`src/lac_defines.vh`:
```
`ifndef LAC_DEFINES_VH
`define LAC_DEFINES_VH

// ----------------------------------------------------------------------
// register byte addresses
// ----------------------------------------------------------------------
`define LAC_ADDR_CLK_SEL 32'hFFFF0B40
`define LAC_ADDR_IRQ_ROUTE 32'hFFFF0B44
`define LAC_ADDR_CONV_ROUTE 32'hFFFF0B48
`define LAC_ADDR_SW_INPUT 32'hFFFF0B4C
`define LAC_ADDR_OUT_WORD 32'hFFFF0B50
`define LAC_ADDR_LOCK 32'hFFFF0B54
`define LAC_ADDR_EVT_STATUS 32'hFFFF0B58
`define LAC_ADDR_EVT_MASK 32'hFFFF0B5C

// ----------------------------------------------------------------------
// field positions
// ----------------------------------------------------------------------
`define LAC_CLK_B0_LSB 0
`define LAC_CLK_B0_MSB 2
`define LAC_CLK_B1_LSB 4
`define LAC_CLK_B1_MSB 6
`define LAC_IRQA_SRC_LSB 0
`define LAC_IRQA_SRC_MSB 3
`define LAC_IRQA_EN_BIT 4
`define LAC_IRQB_SRC_LSB 8
`define LAC_IRQB_SRC_MSB 11
`define LAC_IRQB_EN_BIT 12
`define LAC_CONV_SRC_LSB 0
`define LAC_CONV_SRC_MSB 3
`define LAC_CONV_EN_BIT 4
`define LAC_LOCK_BIT 0
`define LAC_ELEM_MSB 15

// ----------------------------------------------------------------------
// reset values
// ----------------------------------------------------------------------
`define LAC_RST_CLK_SEL 3'h0
`define LAC_RST_SRC 4'h0
`define LAC_RST_WORD16 16'h0000
`define LAC_RST_EVT 3'h0

// ----------------------------------------------------------------------
// clock source codes
// ----------------------------------------------------------------------
`define LAC_CLK_PIN0 3'h0
`define LAC_CLK_PIN1 3'h1
`define LAC_CLK_PIN2 3'h2
`define LAC_CLK_CORE 3'h3
`define LAC_CLK_XTAL 3'h4
`define LAC_CLK_TMR1 3'h5

// ----------------------------------------------------------------------
// event status bits
// ----------------------------------------------------------------------
`define LAC_EVT_W 3
`define LAC_EVT_IRQA 0
`define LAC_EVT_IRQB 1
`define LAC_EVT_CONV 2

// highest pin clock rate the far side may apply, in kHz
`define LAC_PIN_CLK_MAX_KHZ 41780

`endif

```
`src/lac_clk_tick.v`:
```
`timescale 1ns/1ns
`include "lac_defines.vh"

// turns the selected flip-flop clock source into a one-cycle tick
module lac_clk_tick (
    input wire clock_i,
    input wire resetn_i,
    input wire [2:0] sel_i,
    input wire [2:0] pin_sync_i,
    input wire xtal_sync_i,
    input wire tmr1_ovf_i,
    output reg tick_o
);

reg src_d;
reg src_q;

// ----------------------------------------------------------------------
// source selection
// ----------------------------------------------------------------------
// pick the level of the chosen source, reserved codes give a quiet source
always @* begin
    case (sel_i)
        `LAC_CLK_PIN0: src_d = pin_sync_i[0];
        `LAC_CLK_PIN1: src_d = pin_sync_i[1];
        `LAC_CLK_PIN2: src_d = pin_sync_i[2];
        `LAC_CLK_XTAL: src_d = xtal_sync_i;
        `LAC_CLK_TMR1: src_d = tmr1_ovf_i;
        default: src_d = 1'b0;
    endcase
end

// ----------------------------------------------------------------------
// edge to tick
// ----------------------------------------------------------------------
// core clock ticks every cycle, other sources tick on a rising edge
always @(posedge clock_i or negedge resetn_i) begin
    if (!resetn_i) begin
        src_q <= 1'b0;
        tick_o <= 1'b0;
    end else begin
        src_q <= src_d;
        if (sel_i == `LAC_CLK_CORE) begin
            tick_o <= 1'b1;
        end else begin
            tick_o <= src_d & ~src_q;
        end
    end
end

endmodule // lac_clk_tick

```
`src/lac_control.v`:
```
`timescale 1ns/1ns
`include "lac_defines.vh"

// Contract
// second group clock source select field
// first group clock source select field
// pin clocks stay below maximum rate
// enabled second interrupt follows chosen element
// enabled first interrupt follows chosen element
// enabled conversion start follows chosen element
// software input word feeds element inputs
// output word shows element outputs
// output word always live on read
// lock bit accepts one write only
// lock blocks configuration writes, input stays
// input select takes word or feedback
// lock holds until device reset
module lac_control #(
    parameter ELEMS = 16
) (
    input wire clock_i,
    input wire resetn_i,
    input wire [31:0] addr_i,
    input wire [31:0] wdata_i,
    input wire wr_i,
    input wire rd_i,
    output reg [31:0] rdata_o,
    input wire [ELEMS-1:0] element_out_i,
    input wire [ELEMS-1:0] input_mux_ctrl_i,
    input wire [ELEMS-1:0] feedback_mux_out_i,
    input wire [2:0] clk_pin_i,
    input wire crystal_clock_32k_i,
    input wire timer1_overflow_i,
    output reg [ELEMS-1:0] element_input_sel_o,
    output reg [ELEMS-1:0] sw_input_word_o,
    output reg [2:0] block0_clk_sel_o,
    output reg [2:0] block1_clk_sel_o,
    output wire block0_ff_tick_o,
    output wire block1_ff_tick_o,
    output reg array_interrupt_out_a_o,
    output reg array_interrupt_out_b_o,
    output reg converter_start_conversion_o,
    output reg config_locked_o,
    output reg irq_o
);

// ----------------------------------------------------------------------
// declarations
// ----------------------------------------------------------------------
reg [3:0] async_meta_q;
reg [3:0] async_sync_q;
reg [3:0] irqa_src_q;
reg irqa_en_q;
reg [3:0] irqb_src_q;
reg irqb_en_q;
reg [3:0] conv_src_q;
reg conv_en_q;
reg lock_written_q;
reg [`LAC_EVT_W-1:0] evt_status_q;
reg [`LAC_EVT_W-1:0] evt_status_d;
reg [`LAC_EVT_W-1:0] evt_mask_q;
reg [`LAC_EVT_W-1:0] evt_set;
reg [31:0] rdata_d;
reg irqa_d;
reg irqb_d;
reg conv_d;
wire cfg_wr_ok;
wire wr_clk;
wire wr_irq;
wire wr_conv;
wire wr_din;
wire wr_lock;
wire wr_stat;
wire wr_mask;

// ----------------------------------------------------------------------
// helpers
// ----------------------------------------------------------------------
// pick one element output by its four-bit index
function elem_pick;
    input [15:0] vec;
    input [3:0] idx;
    begin
        elem_pick = vec[idx];
    end
endfunction

// true when the bus address hits a given register
function hit;
    input [31:0] a;
    input [31:0] reg_addr;
    begin
        hit = (a == reg_addr);
    end
endfunction

// ----------------------------------------------------------------------
// pin synchronisers
// ----------------------------------------------------------------------
// two flops for the pin clocks and the crystal clock
// pin clocks sampled
// the far side keeps pin clocks far below the core rate, so no edge is lost
always @(posedge clock_i or negedge resetn_i) begin
    if (!resetn_i) begin
        async_meta_q <= 4'h0;
        async_sync_q <= 4'h0;
    end else begin
        async_meta_q <= {crystal_clock_32k_i, clk_pin_i};
        async_sync_q <= async_meta_q;
    end
end

// ----------------------------------------------------------------------
// flip-flop clock ticks
// ----------------------------------------------------------------------
// first group clock
lac_clk_tick u_tick_block0 (
    .clock_i(clock_i),
    .resetn_i(resetn_i),
    .sel_i(block0_clk_sel_o),
    .pin_sync_i(async_sync_q[2:0]),
    .xtal_sync_i(async_sync_q[3]),
    .tmr1_ovf_i(timer1_overflow_i),
    .tick_o(block0_ff_tick_o)
);

// second group clock
lac_clk_tick u_tick_block1 (
    .clock_i(clock_i),
    .resetn_i(resetn_i),
    .sel_i(block1_clk_sel_o),
    .pin_sync_i(async_sync_q[2:0]),
    .xtal_sync_i(async_sync_q[3]),
    .tmr1_ovf_i(timer1_overflow_i),
    .tick_o(block1_ff_tick_o)
);

// ----------------------------------------------------------------------
// write decode
// ----------------------------------------------------------------------
// lock gates configuration
assign cfg_wr_ok = wr_i & ~config_locked_o;
assign wr_clk = cfg_wr_ok & hit(addr_i, `LAC_ADDR_CLK_SEL);
assign wr_irq = cfg_wr_ok & hit(addr_i, `LAC_ADDR_IRQ_ROUTE);
assign wr_conv = cfg_wr_ok & hit(addr_i, `LAC_ADDR_CONV_ROUTE);
assign wr_lock = wr_i & hit(addr_i, `LAC_ADDR_LOCK);
// software input word stays writable while locked
assign wr_din = wr_i & hit(addr_i, `LAC_ADDR_SW_INPUT);
assign wr_stat = wr_i & hit(addr_i, `LAC_ADDR_EVT_STATUS);
assign wr_mask = wr_i & hit(addr_i, `LAC_ADDR_EVT_MASK);

// ----------------------------------------------------------------------
// configuration registers
// ----------------------------------------------------------------------
// clock selects and routing fields
always @(posedge clock_i or negedge resetn_i) begin
    if (!resetn_i) begin
        block0_clk_sel_o <= `LAC_RST_CLK_SEL;
        block1_clk_sel_o <= `LAC_RST_CLK_SEL;
        irqa_src_q <= `LAC_RST_SRC;
        irqa_en_q <= 1'b0;
        irqb_src_q <= `LAC_RST_SRC;
        irqb_en_q <= 1'b0;
        conv_src_q <= `LAC_RST_SRC;
        conv_en_q <= 1'b0;
    end else begin
        // second group field
        if (wr_clk) begin
            block1_clk_sel_o <= wdata_i[`LAC_CLK_B1_MSB:`LAC_CLK_B1_LSB];
        end
        // first group field
        if (wr_clk) begin
            block0_clk_sel_o <= wdata_i[`LAC_CLK_B0_MSB:`LAC_CLK_B0_LSB];
        end
        if (wr_irq) begin
            irqa_src_q <= wdata_i[`LAC_IRQA_SRC_MSB:`LAC_IRQA_SRC_LSB];
            irqa_en_q <= wdata_i[`LAC_IRQA_EN_BIT];
            irqb_src_q <= wdata_i[`LAC_IRQB_SRC_MSB:`LAC_IRQB_SRC_LSB];
            irqb_en_q <= wdata_i[`LAC_IRQB_EN_BIT];
        end
        if (wr_conv) begin
            conv_src_q <= wdata_i[`LAC_CONV_SRC_MSB:`LAC_CONV_SRC_LSB];
            conv_en_q <= wdata_i[`LAC_CONV_EN_BIT];
        end
    end
end

// ----------------------------------------------------------------------
// software input word
// ----------------------------------------------------------------------
// input word store
always @(posedge clock_i or negedge resetn_i) begin
    if (!resetn_i) begin
        sw_input_word_o <= `LAC_RST_WORD16;
    end else if (wr_din) begin
        sw_input_word_o <= wdata_i[ELEMS-1:0];
    end
end

// ----------------------------------------------------------------------
// element input select
// ----------------------------------------------------------------------
// word or feedback
always @(posedge clock_i or negedge resetn_i) begin
    if (!resetn_i) begin
        element_input_sel_o <= `LAC_RST_WORD16;
    end else begin
        element_input_sel_o <= (input_mux_ctrl_i & feedback_mux_out_i)
            | (~input_mux_ctrl_i & sw_input_word_o);
    end
end

// ----------------------------------------------------------------------
// lock
// ----------------------------------------------------------------------
// only the first lock write counts, cleared only by reset
always @(posedge clock_i or negedge resetn_i) begin
    if (!resetn_i) begin
        // reset unlocks
        lock_written_q <= 1'b0;
        config_locked_o <= 1'b0;
    end else begin
        // single write
        if (wr_lock && !lock_written_q) begin
            lock_written_q <= 1'b1;
            config_locked_o <= wdata_i[`LAC_LOCK_BIT];
        end
    end
end

// ----------------------------------------------------------------------
// routing of element outputs
// ----------------------------------------------------------------------
// next values of the routed lines
always @* begin
    // first interrupt route
    irqa_d = irqa_en_q & elem_pick(element_out_i, irqa_src_q);
    // second interrupt route
    irqb_d = irqb_en_q & elem_pick(element_out_i, irqb_src_q);
    // conversion start route
    conv_d = conv_en_q & elem_pick(element_out_i, conv_src_q);
end

// registered routed outputs, low while disabled
always @(posedge clock_i or negedge resetn_i) begin
    if (!resetn_i) begin
        array_interrupt_out_a_o <= 1'b0;
        array_interrupt_out_b_o <= 1'b0;
        converter_start_conversion_o <= 1'b0;
    end else begin
        array_interrupt_out_a_o <= irqa_d;
        array_interrupt_out_b_o <= irqb_d;
        converter_start_conversion_o <= conv_d;
    end
end

// ----------------------------------------------------------------------
// event status and interrupt
// ----------------------------------------------------------------------
// rising edges of the routed lines set sticky bits, set beats clear
always @* begin
    evt_set = {`LAC_EVT_W{1'b0}};
    evt_set[`LAC_EVT_IRQA] = irqa_d & ~array_interrupt_out_a_o;
    evt_set[`LAC_EVT_IRQB] = irqb_d & ~array_interrupt_out_b_o;
    evt_set[`LAC_EVT_CONV] = conv_d & ~converter_start_conversion_o;
    evt_status_d = evt_status_q;
    if (wr_stat) begin
        evt_status_d = evt_status_d & ~wdata_i[`LAC_EVT_W-1:0];
    end
    evt_status_d = evt_status_d | evt_set;
end

// status, mask and level interrupt
always @(posedge clock_i or negedge resetn_i) begin
    if (!resetn_i) begin
        evt_status_q <= `LAC_RST_EVT;
        evt_mask_q <= `LAC_RST_EVT;
        irq_o <= 1'b0;
    end else begin
        evt_status_q <= evt_status_d;
        if (wr_mask) begin
            evt_mask_q <= wdata_i[`LAC_EVT_W-1:0];
        end
        irq_o <= |(evt_status_q & evt_mask_q);
    end
end

// ----------------------------------------------------------------------
// read path
// ----------------------------------------------------------------------
// read data mux, reserved and unmapped read as zero
always @* begin
    rdata_d = 32'h00000000;
    case (addr_i)
        `LAC_ADDR_CLK_SEL: begin
            rdata_d[`LAC_CLK_B1_MSB:`LAC_CLK_B1_LSB] = block1_clk_sel_o;
            rdata_d[`LAC_CLK_B0_MSB:`LAC_CLK_B0_LSB] = block0_clk_sel_o;
        end
        `LAC_ADDR_IRQ_ROUTE: begin
            rdata_d[`LAC_IRQB_EN_BIT] = irqb_en_q;
            rdata_d[`LAC_IRQB_SRC_MSB:`LAC_IRQB_SRC_LSB] = irqb_src_q;
            rdata_d[`LAC_IRQA_EN_BIT] = irqa_en_q;
            rdata_d[`LAC_IRQA_SRC_MSB:`LAC_IRQA_SRC_LSB] = irqa_src_q;
        end
        `LAC_ADDR_CONV_ROUTE: begin
            rdata_d[`LAC_CONV_EN_BIT] = conv_en_q;
            rdata_d[`LAC_CONV_SRC_MSB:`LAC_CONV_SRC_LSB] = conv_src_q;
        end
        `LAC_ADDR_SW_INPUT: begin
            rdata_d[ELEMS-1:0] = sw_input_word_o;
        end
        // output word read
        `LAC_ADDR_OUT_WORD: begin
            // always live
            rdata_d[ELEMS-1:0] = element_out_i;
        end
        `LAC_ADDR_EVT_STATUS: begin
            rdata_d[`LAC_EVT_W-1:0] = evt_status_q;
        end
        `LAC_ADDR_EVT_MASK: begin
            rdata_d[`LAC_EVT_W-1:0] = evt_mask_q;
        end
        default: begin
            rdata_d = 32'h00000000;
        end
    endcase
end

// read data stand only in the cycle after the read strobe
always @(posedge clock_i or negedge resetn_i) begin
    if (!resetn_i) begin
        rdata_o <= 32'h00000000;
    end else if (rd_i) begin
        rdata_o <= rdata_d;
    end else begin
        rdata_o <= 32'h00000000;
    end
end

endmodule // lac_control

```
`config.mk`:
```
export PLATFORM = sky130hd
export DESIGN_NAME = lac_control
export DESIGN_NICKNAME = d
export VERILOG_FILES = /design/src/lac_clk_tick.v /design/src/lac_control.v
export VERILOG_INCLUDE_DIRS = /design/src /design/src/src
export SDC_FILE = /design/constraint.sdc
export NUM_CORES = 1
export LEC_CHECK = 0
export ABC_AREA = 1
export BUFFER_PORTS_ARGS = -buffer_cell sky130_fd_sc_hd__buf_4
export CORE_MARGIN = 2
export CORE_UTILIZATION = 54
export CTS_BUF_LIST = sky130_fd_sc_hd__clkbuf_2
export DETAILED_ROUTE_END_ITERATION = 16
export PLACE_DENSITY = 0.95
export SYNTH_ARGS = -nofsm -noshare
export SYNTH_HDL_FRONTEND = slang
export SYNTH_SLANG_ARGS = --single-unit
```
`constraint.sdc`:
```
create_clock -name clock_i -period 2.35 [get_ports clock_i]
set_input_delay 0.3525 -clock clock_i [delete_from_list [all_inputs] [get_ports clock_i]]
set_output_delay 0.3525 -clock clock_i [all_outputs]
set_load 0.05 [all_outputs]
```
==> key figures, run 1 <==
Setup path
  • R2R depth: 7
  • Delay-heaviest family, CP: flip-flops
  • Buf+Inv Stages, Crit Path: 1
  • CP Max Fanout: 9
  • Worst Path Required: 2.00 ns
  • Crit-path cells: buf_4
  • Reg2reg start: conv_src_q[0]$_DFFE_PN0P_
  • RR Endpoint: evt_status_q[2]$_DFF_PN0_
  • Slowest CP cell: dfrtp_1
  • CP startpoint kind: flop
  • Crit Path Category: reg2out
  • Critical Path Sink Type: primary output
  • Max incr delay on CP: 0.63 ns
  • R2R Setup Slk: 0.61 ns
  • Crit path DAT: 1.45 ns

Placement
  • Placed inst area: 5970 sq um
  • Port Buf Inserts: 165
  • Final Wtd Congestion: 0.936
  • DP Wirelength: 10.2 mm

Drt
  • ANT nets after route: 0
  • DRC viols: 0
  • Routed len/inst: 16.0 um
  • Initial DRC count: 417
  • Via count: 4891
  • Final WL: 14.4 mm
  • Via density: 5.43
  • First-pass DRT Iterations: 6

STA
  • Max Slew Vio Count: 0
  • Final setup fails: 0
  • Period utilization: 76.8%
  • Hold Slack: 0.0240 ns
  • Final hold viol count: 0
  • RSZ-0062 raised after global routing: no
  • Worst Skew: 0.0313 ns
  • Max_slew headroom: 62.8%
  • Max Clock Freq: 554 MHz
  • Final setup TNS: 0 ns
  • Worst Tran Pin Value: 0.558 ns
  • Clock period minus worst slack: 1.81 ns

Synthesis
  • Top cell type's share of synthesized area: 48.9%
  • Post-synthesis cell count: 591
  • Dominant cells by area after synthesis: dfrtp_1 (49%), nand2_1 (12%), inv_1 (6.1%)
  • Synthesis-stage register bit count: 93
  • Sequential share of the synthesized area: 48.9%
  • Netlist Area Pre-Place: 4760 sq um
  • Post-synth top area cell: dfrtp_1
  • Synth unique cells: 30
  • Synth warnings: 0
  • Syn Area/Cell: 8.06 sq um

Global route
  • Vias in the first global route: 4649
  • Largest net degree at the start of global routing: 59
  • Initial antenna violation count: 0
  • Tot GR Track Use: 30.0%
  • Global-route wire length before repair: 23.0 mm
  • Gr ovfl total: 0

Floorplanning
  • Die area: 9590 sq um
  • Die H: 97.9 um
  • Initial Utilization: 55.1%
  • Core ar.: 8640 sq um
  • # IOs: 198
  • Rows: 34
  • Die Wd: 97.9 um

Layout
  • Final Core Density: 75.1%
  • Syn-to-layout area delta: 36.2%
  • Commonest cells after routing, fill and taps aside: buf_4 (167), nand2_1 (148), dfrtp_1 (93)
  • Final instance area: 6490 sq um
  • Diodes inserted: 0
  • Commonest non-fill, non-tap cell in the layout: buf_4
  • Final #Nets: 909
  • Layout cell share with drive strength beyond 1: 27.5%
  • Fill count: 607

Clocking
  • Clk_lat worst skew: 0.56 ns
  • Sink Count: 93
  • Hold buffer count at CTS: 33
  • PostCTS Resize Cnt: 0
  • CTS tree: built
  • Post-CTS Setup Inserts: 0
  • Max clock buf depth: 2
  • H-tree lvl count: 3
  • Clock transition at path regs: 0.29 ns
  • Inserted Clock Buffers: 9
  • Clock Tree Root: clkbuf_2

Pwr
  • Switching share of power: 29.5%
  • P_sw: 0.000875 W
  • Clock share of power: 29.1%
  • P_leak: 3.31 nW
  • Comb power frac: 15.8%
  • Cell Pwr Density: 458 nW/um^2
  • Sequential power share: 55.1%
  • Total Power: 0.00297 W
  • Internal power: 0.00210 W
  • Maximum vdd drop: 361 uV

Outcome
  • Run status: complete, no violations

Worst hold path
  • Hold WC Path Type: in2reg
  • Hold endpoint: sw_input_word_o[8]$_DFFE_PN0P_
  • Hold path depth: 3
  • Worst Min Path Start: wdata_i[8]

Run
  • Max Cap Violations: 0
-- how the worst max path moves through the flow --
stage	start	endpoint	slack (ns)	cells after the start
after detailed placement	addr_i[17]	sw_input_word_o[8]$_DFFE_PN0P_	0.39	10
after CTS	block1_clk_sel_o[0]$_DFFE_PN0P_	block1_clk_sel_o[0]	0.53	1
after global routing	block1_clk_sel_o[0]$_DFFE_PN0P_	block1_clk_sel_o[0]	0.44	1
final	block1_clk_sel_o[0]$_DFFE_PN0P_	block1_clk_sel_o[0]	0.54	1
after floorplan	block1_clk_sel_o[2]$_DFFE_PN0P_	u_tick_block1.tick_o$_DFF_PN0_	0.88	8
after global placement	addr_i[17]	rdata_o[2]$_DFF_PN0_	0.44	11
-- final cells by class --
type	count	area (sq um)	share of cell area (%)
sequential	93	2330	35.9
timing repair buffer	207	1660	25.7
inverter	79	298	4.59
clock buffer	9	45.0	0.694
tap	108	135	2.08
clock inverter	7	81.3	1.25
multi-input combinational	398	1940	29.9
-- power by group through the flow --
stage | combinational [W] | clock (W) | sequential, W
floorplan | 0.000148 | 0 | 0.00172
global placement | 0.000402 | 0 | 0.00166
detailed placement | 0.000412 | 0 | 0.00166
CTS | 0.000455 | 0.000876 | 0.00164
global route | 0.000499 | 0.000940 | 0.00164
finish | 0.000469 | 0.000865 | 0.00164
-- kinds of logic (layout without fill, tap and decap cells) --
kind of cell	after synthesis	in the layout	share of synthesized area, %
flip-flops	93	93	48.9
multiplexers	9	9	2.13
AND/OR/NAND/NOR	248	248	23.3
buffers and inverters	115	302	11.6
other	1	16	0.0787
AO/OA/AOI/OAI	125	125	14.0
-- flip-flops by register name, summed over array words and instances (netlist names), 3 cells and up --
signal,flops
block0_clk_sel_o,3
async_meta_q,4
element_input_sel_o,16
conv_src_q,4
async_sync_q,4
evt_mask_q,3
evt_status_q,3
sw_input_word_o,16
block1_clk_sel_o,3
irqa_src_q,4
rdata_o,16
irqb_src_q,4
-- stage by stage --
stage	worst slack, ns	std cells
after floorplan	0.884	606
after global placement	0.438	846
after detailed placement	0.389	846
after CTS	0.531	895
after global routing	0.443	901
final	0.545	901
-- per-layer routing --
layer	vias up	wire (um)	track usage, %
met5	-	0	0
met4	0	494	11.6
met3	63	1310	4.44
met2	311	7010	50.5
met1	2261	5580	39.5
li1	2256	-	-
-- Yosys cell counts (all sizes together) --
cell type    n
buf         35
nand3       42
a21oi       28
nand2      158
o31ai        1
o211ai      11
dfrtp       93
clkbuf       1
nor3         2
nor2        40
inv         78
conb         1
clkinv       1
o22ai        2
nand4        4
a21boi       2
nand3b       2
mux2         9
o21ai       81
(Power assumes the default switching activity.)
==> run 2: changes to the inputs <==
Settings changed: ABC_AREA 1 to 0, CORE_UTILIZATION 54 to 50, PLACE_DENSITY 0.95 to 0.94.
Clock period 2.35 ns to 1.85 ns, I/O delays scaled along.
==> key figures, run 2 <==
Setup path
  • Crit path DAT: 2.26 ns (+0.81 ns)
  • Worst path depth: 4 (+3)
  • CP startpoint kind: flop
  • R2R depth: 4 (-3)
  • Delay-heaviest family, CP: multiplexers
  • CP Max Fanout: 5 (-4)
  • Crit Path Category: reg2reg
  • Max incr delay on CP: 0.55 ns (-0.08 ns)
  • CP most frequent cell: mux4_2
  • Crit-path cells: mux4_2, mux4_2, nand2_2, o21ai_2
  • Critical Path Sink Type: flop
  • Slowest CP cell: mux4_2
  • Worst Path Required: 2.32 ns (+0.32 ns)
  • Buf+Inv Stages, Crit Path: 0 (-1)

Global route
  • Global-route wire length before repair: 23.0 mm (-0.24%)
  • Initial antenna violation count: 0 (unchanged)
  • Vias in the first global route: 4595 (-1.2%)
  • Largest net degree at the start of global routing: 79 (+34%)
  • Tot GR Track Use: 29.8% (-0.29 points)
  • Gr ovfl total: 0 (unchanged)

Layout
  • Layout cell share with drive strength beyond 1: 48.8% (+21 points)
  • Largest regs: element_input_sel_o: 16 flops, rdata_o: 16 flops, sw_input_word_o: 16 flops
  • Commonest non-fill, non-tap cell in the layout: buf_4
  • Commonest cells after routing, fill and taps aside: buf_4 (210), dfrtp_1 (91), dlygate4sd3_1 (62)
  • Syn-to-layout area delta: 51.7%
  • Diodes inserted: 0 (unchanged)
  • Final instance area: 7040 sq um (+8.5%)
  • Fill count: 580 (-4.4%)
  • Final #Nets: 757 (-17%)

Synthesis
  • Synth unique cells: 54 (+80%)
  • Syn Area/Cell: 12.7 sq um (+58%)
  • Synth warnings: 0 (unchanged)
  • Netlist Area Pre-Place: 4640 sq um (-2.5%)
  • Main synth FF type: dfrtp_1
  • Dominant cells by area after synthesis: dfrtp_1 (50%), mux2_2 (14%), mux4_2 (4.9%)
  • Post-synthesis cell count: 365 (-38%)
  • Sequential share of the synthesized area: 50.1% (+1.3 points)
  • Most frequent cells after synthesis: dfrtp_1 (93), mux2_2 (58), nand2_1 (19), mux2i_1 (17), buf_4 (16)
  • Ys async rst share: 100% (unchanged)
  • Top cell type's share of synthesized area: 50.1% (+1.3 points)
  • Synthesis-stage register bit count: 93 (unchanged)
  • Most instantiated library cell after synthesis: dfrtp_1
  • Post-synth EDFFs: 0 (unchanged)
  • Post-synth top area cell: dfrtp_1

Drt
  • ANT nets after route: 0 (unchanged)
  • Via count: 4388 (-10%)
  • Routed len/inst: 19.6 um (+23%)
  • First-pass DRT Iterations: 6 (unchanged)
  • DRC viols: 0 (unchanged)
  • Initial DRC count: 427 (+2.4%)
  • Via density: 5.84 (+7.6%)
  • Final WL: 14.7 mm (+2.5%)

STA
  • Worst Tran Pin Value: 0.549 ns (-0.00959 ns)
  • Period utilization: 96.7%
  • Clock period minus worst slack: 1.79 ns
  • RSZ-0062 raised after global routing: no
  • Final setup fails: 0 (unchanged)
  • Max Clock Freq: 559 MHz
  • Max Slew Vio Count: 0 (unchanged)
  • Worst Skew: 0.0351 ns (+0.00376 ns)
  • Final hold viol count: 0 (unchanged)
  • Max_slew headroom: 62.9% (+0.16 points)

Pwr
  • P_leak: 3.45 nW (+4.4%)
  • Maximum vdd drop: 429 uV (+19%)
  • Total Power: 0.00394 W (+33%)
  • Cell Pwr Density: 559 nW/um^2 (+22%)

Floorplanning
  • # IOs: 198 (unchanged)
  • Core ar.: 9110 sq um (+5.5%)
  • Rows: 35 (+2.9%)
  • Die H: 100 um (+2.5%)
  • Die Wd: 100 um (+2.5%)
  • Initial Utilization: 50.9% (-4.2 points)
  • Die area: 10100 sq um (+5.0%)

Worst hold path
  • Hold WC Path Type: in2async

Clocking
  • CTS tree: built
  • Clock Tree Root: clkbuf_2
  • Clk_lat worst skew: 0.55 ns (about the same)
  • H-tree lvl count: 3 (unchanged)
  • Clock transition at path regs: 0.27 ns (-0.02 ns)
  • Sink Count: 93 (unchanged)
  • Inserted Clock Buffers: 9 (unchanged)
  • Max clock buf depth: 2 (unchanged)

Placement
  • Placed inst area: 6270 sq um (+5.0%)
  • Final Wtd Congestion: 0.881 (-5.9%)
  • DP Wirelength: 10.1 mm (-1.2%)
  • Port Buf Inserts: 165 (unchanged)

Run
  • Max Cap Violations: 0 (unchanged)

Outcome
  • Run status: complete, no violations
-- run 2: changes by cell type after synthesis, moves of 20 or more --
| cell | before | now |
|---|---|---|
| nand2_1 | 148 | 19 |
| inv_1 | 77 | 12 |
| mux2_2 | 9 | 58 |
| o21ai_0 | 46 | 8 |
| o21ai_1 | 35 | 0 |
| nand3_1 | 41 | 9 |
| a21oi_1 | 27 | 4 |
| nor2_1 | 30 | 10 |
-- run 2: cells by family (layout without fill, tap and decap cells) --
logic type | Yosys count | in the layout | synth area share (%)
flops | 93 | 93 | 50.1
buf+inv | 42 | 302 | 5.15
simple gates | 85 | 85 | 12.6
other cells | 1 | 16 | 0.0808
mux | 85 | 85 | 22.6
compound gates | 59 | 59 | 9.46
-- run 2: path summary, 6_finish.rpt --
check / startpoint / end / slack, ns
setup / recovery: irqb_src_q[0]$_DFFE_PN0P_ / evt_status_q[1]$_DFF_PN0_ / 0.06
hold / removal: resetn_i / element_input_sel_o[1]$_DFF_PN0_ / 0.06
setup reg to reg: irqb_src_q[0]$_DFFE_PN0P_ / evt_status_q[1]$_DFF_PN0_ / 0.06
hold reg to reg: async_meta_q[0]$_DFF_PN0_ / async_sync_q[0]$_DFF_PN0_ / 0.38
max in group asynchronous: resetn_i / block0_clk_sel_o[1]$_DFFE_PN0P_ / 1.08
min in group clock_i: element_out_i[8] / rdata_o[8]$_DFF_PN0_ / 0.07
-- run 2: worst register-to-register path, delay by kind of cell, from the launching register on --
kind / cells / cell delay [ns]
AO/OA/AOI/OAI: 1 / 0.05
flip-flops: 1 / 0.51
multiplexers: 2 / 1.07
AND/OR/NAND/NOR: 1 / 0.09
-- run 2: cell type report --
cell class	count	area, sq um	area share, %
tap	111	139	1.97
inverter	13	48.8	0.693
clock inverter	6	87.6	1.24
timing repair buffer	274	2240	31.8
sequential	93	2330	33.1
multi-input combinational	245	2150	30.6
clock buffer	9	45.0	0.640
-- run 2: what timing repair did --
action                                 CTS  global route
gates resized for setup                  1             4
pin swaps                                0             1
setup endpoints to repair                2             3
buffers inserted                         0             1
hold buffers                            60             2
endpoints found under the hold margin  151             4
-- run 2: power by group --
part           leakage (nW)  internal [W]  total, W  switching [W]
combinational          2.14      0.000346  0.000716       0.000370
clock                0.0720      0.000439   0.00114       0.000699
sequential             1.24       0.00207   0.00208      0.0000131
-- run 2: stage by stage --
step	TNS, ns	hold slack [ns]	cells	setup slack [ns]	utilization, %
floorplan	-4.27	-0.0181	380	-0.162	-
global placement	-8.63	0.149	673	-0.215	68.8
global route	0	0.0132	751	0.00670	77.3
finish	0	0.0630	751	0.0613	77.3
CTS	0	0.00503	748	0.0276	76.9
detailed placement	-10.98	0.155	673	-0.269	68.8
-- run 2: layer usage --
metal  track usage [%]  wire, um  vias up  share of wire, %
li1                  -         -     1905                 -
met1              35.5      5300     2139                36
met2              51.0      7490      279                51
met3              6.20      1350       65               9.2
met4              15.0       595        0               4.0
met5                 0         0        -                 0
==> run 3: changes to the inputs <==
Settings changed: CORE_UTILIZATION 50 to 35, CTS_CLUSTER_DIAMETER set to 50, PLACE_DENSITY 0.94 to 0.73.
==> key figures, run 3 (synthesized netlist as in run 2, its figures left out) <==
Outcome
  • Run status: complete, no violations

Drt
  • First-pass DRT Iterations: 4 (-2)
  • ANT nets after route: 0 (unchanged)
  • Initial DRC count: 177 (-59%)
  • Top sig layer: met4
  • Routed met2 length: 7.55 mm (+0.85%)
  • Via density: 5.03 (-14%)
  • Routed len/inst: 17.9 um (-9.0%)
  • Met3 WL: 877 um (-35%)
  • DRC viols: 0 (unchanged)
  • Post-Route M1 WL: 6.03 mm (+14%)
  • Final WL: 14.8 mm (+0.35%)
  • Via count: 4164 (-5.1%)

Global route
  • Gr ovfl total: 0 (unchanged)
  • Vias in the first global route: 4277 (-6.9%)
  • Initial antenna violation count: 0 (unchanged)
  • Global-route wire length before repair: 22.8 mm (-0.84%)
  • Largest net degree at the start of global routing: 37 (-53%)
  • Tot GR Track Use: 21.0% (-8.7 points)

Layout
  • Syn-to-layout area delta: 55.4%
  • Final #Nets: 768 (+1.5%)
  • Fill count: 1112 (+92%)
  • Commonest non-fill, non-tap cell in the layout: buf_4
  • Layout cell share with drive strength beyond 1: 48.6% (-0.13 points)
  • Final Core Density: 55.1% (-22 points)
  • Commonest cells after routing, fill and taps aside: buf_4 (215), dfrtp_1 (92), dlygate4sd3_1 (67)
  • Largest regs: element_input_sel_o: 16 flops, rdata_o: 16 flops, sw_input_word_o: 16 flops
  • Diodes inserted: 0 (unchanged)
  • Final Non-Filler Cells: 828 (+10%)
  • Final instance area: 7210 sq um (+2.4%)

Setup path
  • Crit path DAT: 2.28 ns (+0.02 ns)
  • R2R depth: 4 (unchanged)
  • Max incr delay on CP: 0.54 ns (about the same)
  • Buf+Inv Stages, Crit Path: 0 (unchanged)
  • R2R Setup Slk: 0.07 ns (about the same)
  • CP Max Fanout: 5 (unchanged)
  • Critical Path Sink Type: flop
  • RR Endpoint: evt_status_q[1]$_DFF_PN0_
  • Delay-heaviest family, CP: multiplexers
  • Worst Path Required: 2.35 ns (+0.03 ns)
  • Reg2reg start: irqb_src_q[0]$_DFFE_PN0P_
  • CP most frequent cell: mux4_2
  • Crit-path cells: mux4_2, mux4_2, nand2_2, o21ai_1
  • CP startpoint kind: flop
  • Crit Path Category: reg2reg
  • Slowest CP cell: mux4_2

Clocking
  • Max clock buf depth: 2 (unchanged)
  • Post-CTS Setup Inserts: 0 (unchanged)
  • Clock transition at path regs: 0.28 ns (about the same)
  • Clk_lat worst skew: 0.60 ns (+0.05 ns)
  • CTS tree: built
  • Inserted Clock Buffers: 9 (unchanged)
  • H-tree lvl count: 3 (unchanged)
  • Sink Count: 93 (unchanged)
  • Clock Tree Root: clkbuf_2

Floorplanning
  • Die H: 119 um (+19%)
  • # IOs: 198 (unchanged)
  • Die area: 14200 sq um (+41%)
  • Die Wd: 119 um (+19%)
  • Core ar.: 13100 sq um (+44%)
  • Rows: 42 (+20%)
  • Initial Utilization: 35.5% (-15 points)

Pwr
  • Maximum vdd drop: 401 uV (-6.4%)
  • P_leak: 3.50 nW (+1.4%)
  • Cell Pwr Density: 534 nW/um^2 (-4.5%)

Worst hold path
  • Hold path depth: 4
  • Hold WC Path Type: in2reg
  • Hold endpoint: rdata_o[5]$_DFF_PN0_
  • Worst Min Path Start: element_out_i[5]

Placement
  • Placed inst area: 6410 sq um (+2.3%)
  • Final Wtd Congestion: 0.872 (-1.0%)
  • Placed cells: 745 (+11%)
  • DP Wirelength: 10.9 mm (+7.6%)
  • Port Buf Inserts: 165 (unchanged)
  • Post-place setup slack: -0.320 ns (-0.0506 ns)

STA
  • RSZ-0062 raised after global routing: no
  • Final hold viol count: 0 (unchanged)
  • Worst Skew: 0.0341 ns (-0.000999 ns)
  • PnR worst setup slack: 0.0745 ns (+0.0131 ns)
  • Final setup TNS: 0 ns (unchanged)
  • Max Clock Freq: 563 MHz (+0.74%)
  • Period utilization: 96.0% (-0.71 points)
  • Final setup fails: 0 (unchanged)
  • Worst Tran Pin Value: 0.562 ns (+0.0129 ns)
  • Max_slew headroom: 62.2% (-0.70 points)
  • Clock period minus worst slack: 1.78 ns (-0.0131 ns)
  • Max Slew Vio Count: 0 (unchanged)

Run
  • Max Cap Violations: 0 (unchanged)
==> run 3: changes by cell type in the layout (fill, tap and decap cells not counted) <==
cell	change
dlygate4sd3_1	+5
o21ai_1	+1
buf_12	+1
buf_4	+5
dfrtp_2	-1
dfrtp_1	+1
o21ai_2	-1
clkinv_4	+2
bufinv_16	-1
==> run 3: worst min-delay path, delay by kind of cell <==
kind | cells | cell delay [ns]
compound gates | 1 | 0.12
mux | 1 | 0.14
buf+inv | 1 | 0.10
simple gates | 1 | 0.04
==> run 3: power by group <==
part	internal [W]	switching, W	total [W]
clock	0.000316	0.000731	0.00105
combinational	0.000358	0.000364	0.000722
sequential	0.00207	0.0000128	0.00208
==> run 3: repair_timing <==
item / CTS / global route
hold buffers: 67 / 0
pin swaps: 0 / 1
endpoints found under the hold margin: 168 / 0
resized for setup: 1 / 2
setup endpoints to repair: 1 / 1
==> run 3: worst max path at each step <==
stage                                    from                        end  slack (ns)  cells after the start
floorplan                           addr_i[3]  irqa_src_q[0]$_DFFE_PN0P_       -0.16                      5
global placement                   addr_i[10]  conv_src_q[0]$_DFFE_PN0P_       -0.31                      6
detailed placement                 addr_i[10]  irqa_src_q[2]$_DFFE_PN0P_       -0.32                      6
CTS                 irqb_src_q[0]$_DFFE_PN0P_  evt_status_q[1]$_DFF_PN0_        0.03                      4
global route        irqb_src_q[0]$_DFFE_PN0P_  evt_status_q[1]$_DFF_PN0_       0.008                      4
finish              irqb_src_q[0]$_DFFE_PN0P_  evt_status_q[1]$_DFF_PN0_        0.07                      4
==> run 3: area by class of cell <==
type,count,area (sq um),area share (%)
clock buffer,9,45.0,0.625
clock inverter,7,75.1,1.04
inverter,13,48.8,0.677
multi-input combinational,245,2150,29.8
sequential,93,2330,32.3
tap,176,220,3.05
timing repair buffer,285,2340,32.5
==> run 3: per-stage QoR <==
step | hold WS (ns) | power (W)
final | 0.0882 | 0.00385
after CTS | 0.0220 | 0.00390
after global placement | 0.275 | 0.00271
after floorplan | -0.0181 | 0.00239
after global routing | 0.0366 | 0.00403
after detailed placement | 0.282 | 0.00272
==> run 3: routing by layer <==
| metal | vias up | track usage (%) |
|---|---|---|
| met5 | - | 0 |
| met4 | 0 | 7.44 |
| met3 | 26 | 5.32 |
| met2 | 143 | 36.6 |
| met1 | 2069 | 25.3 |
| li1 | 1926 | - |
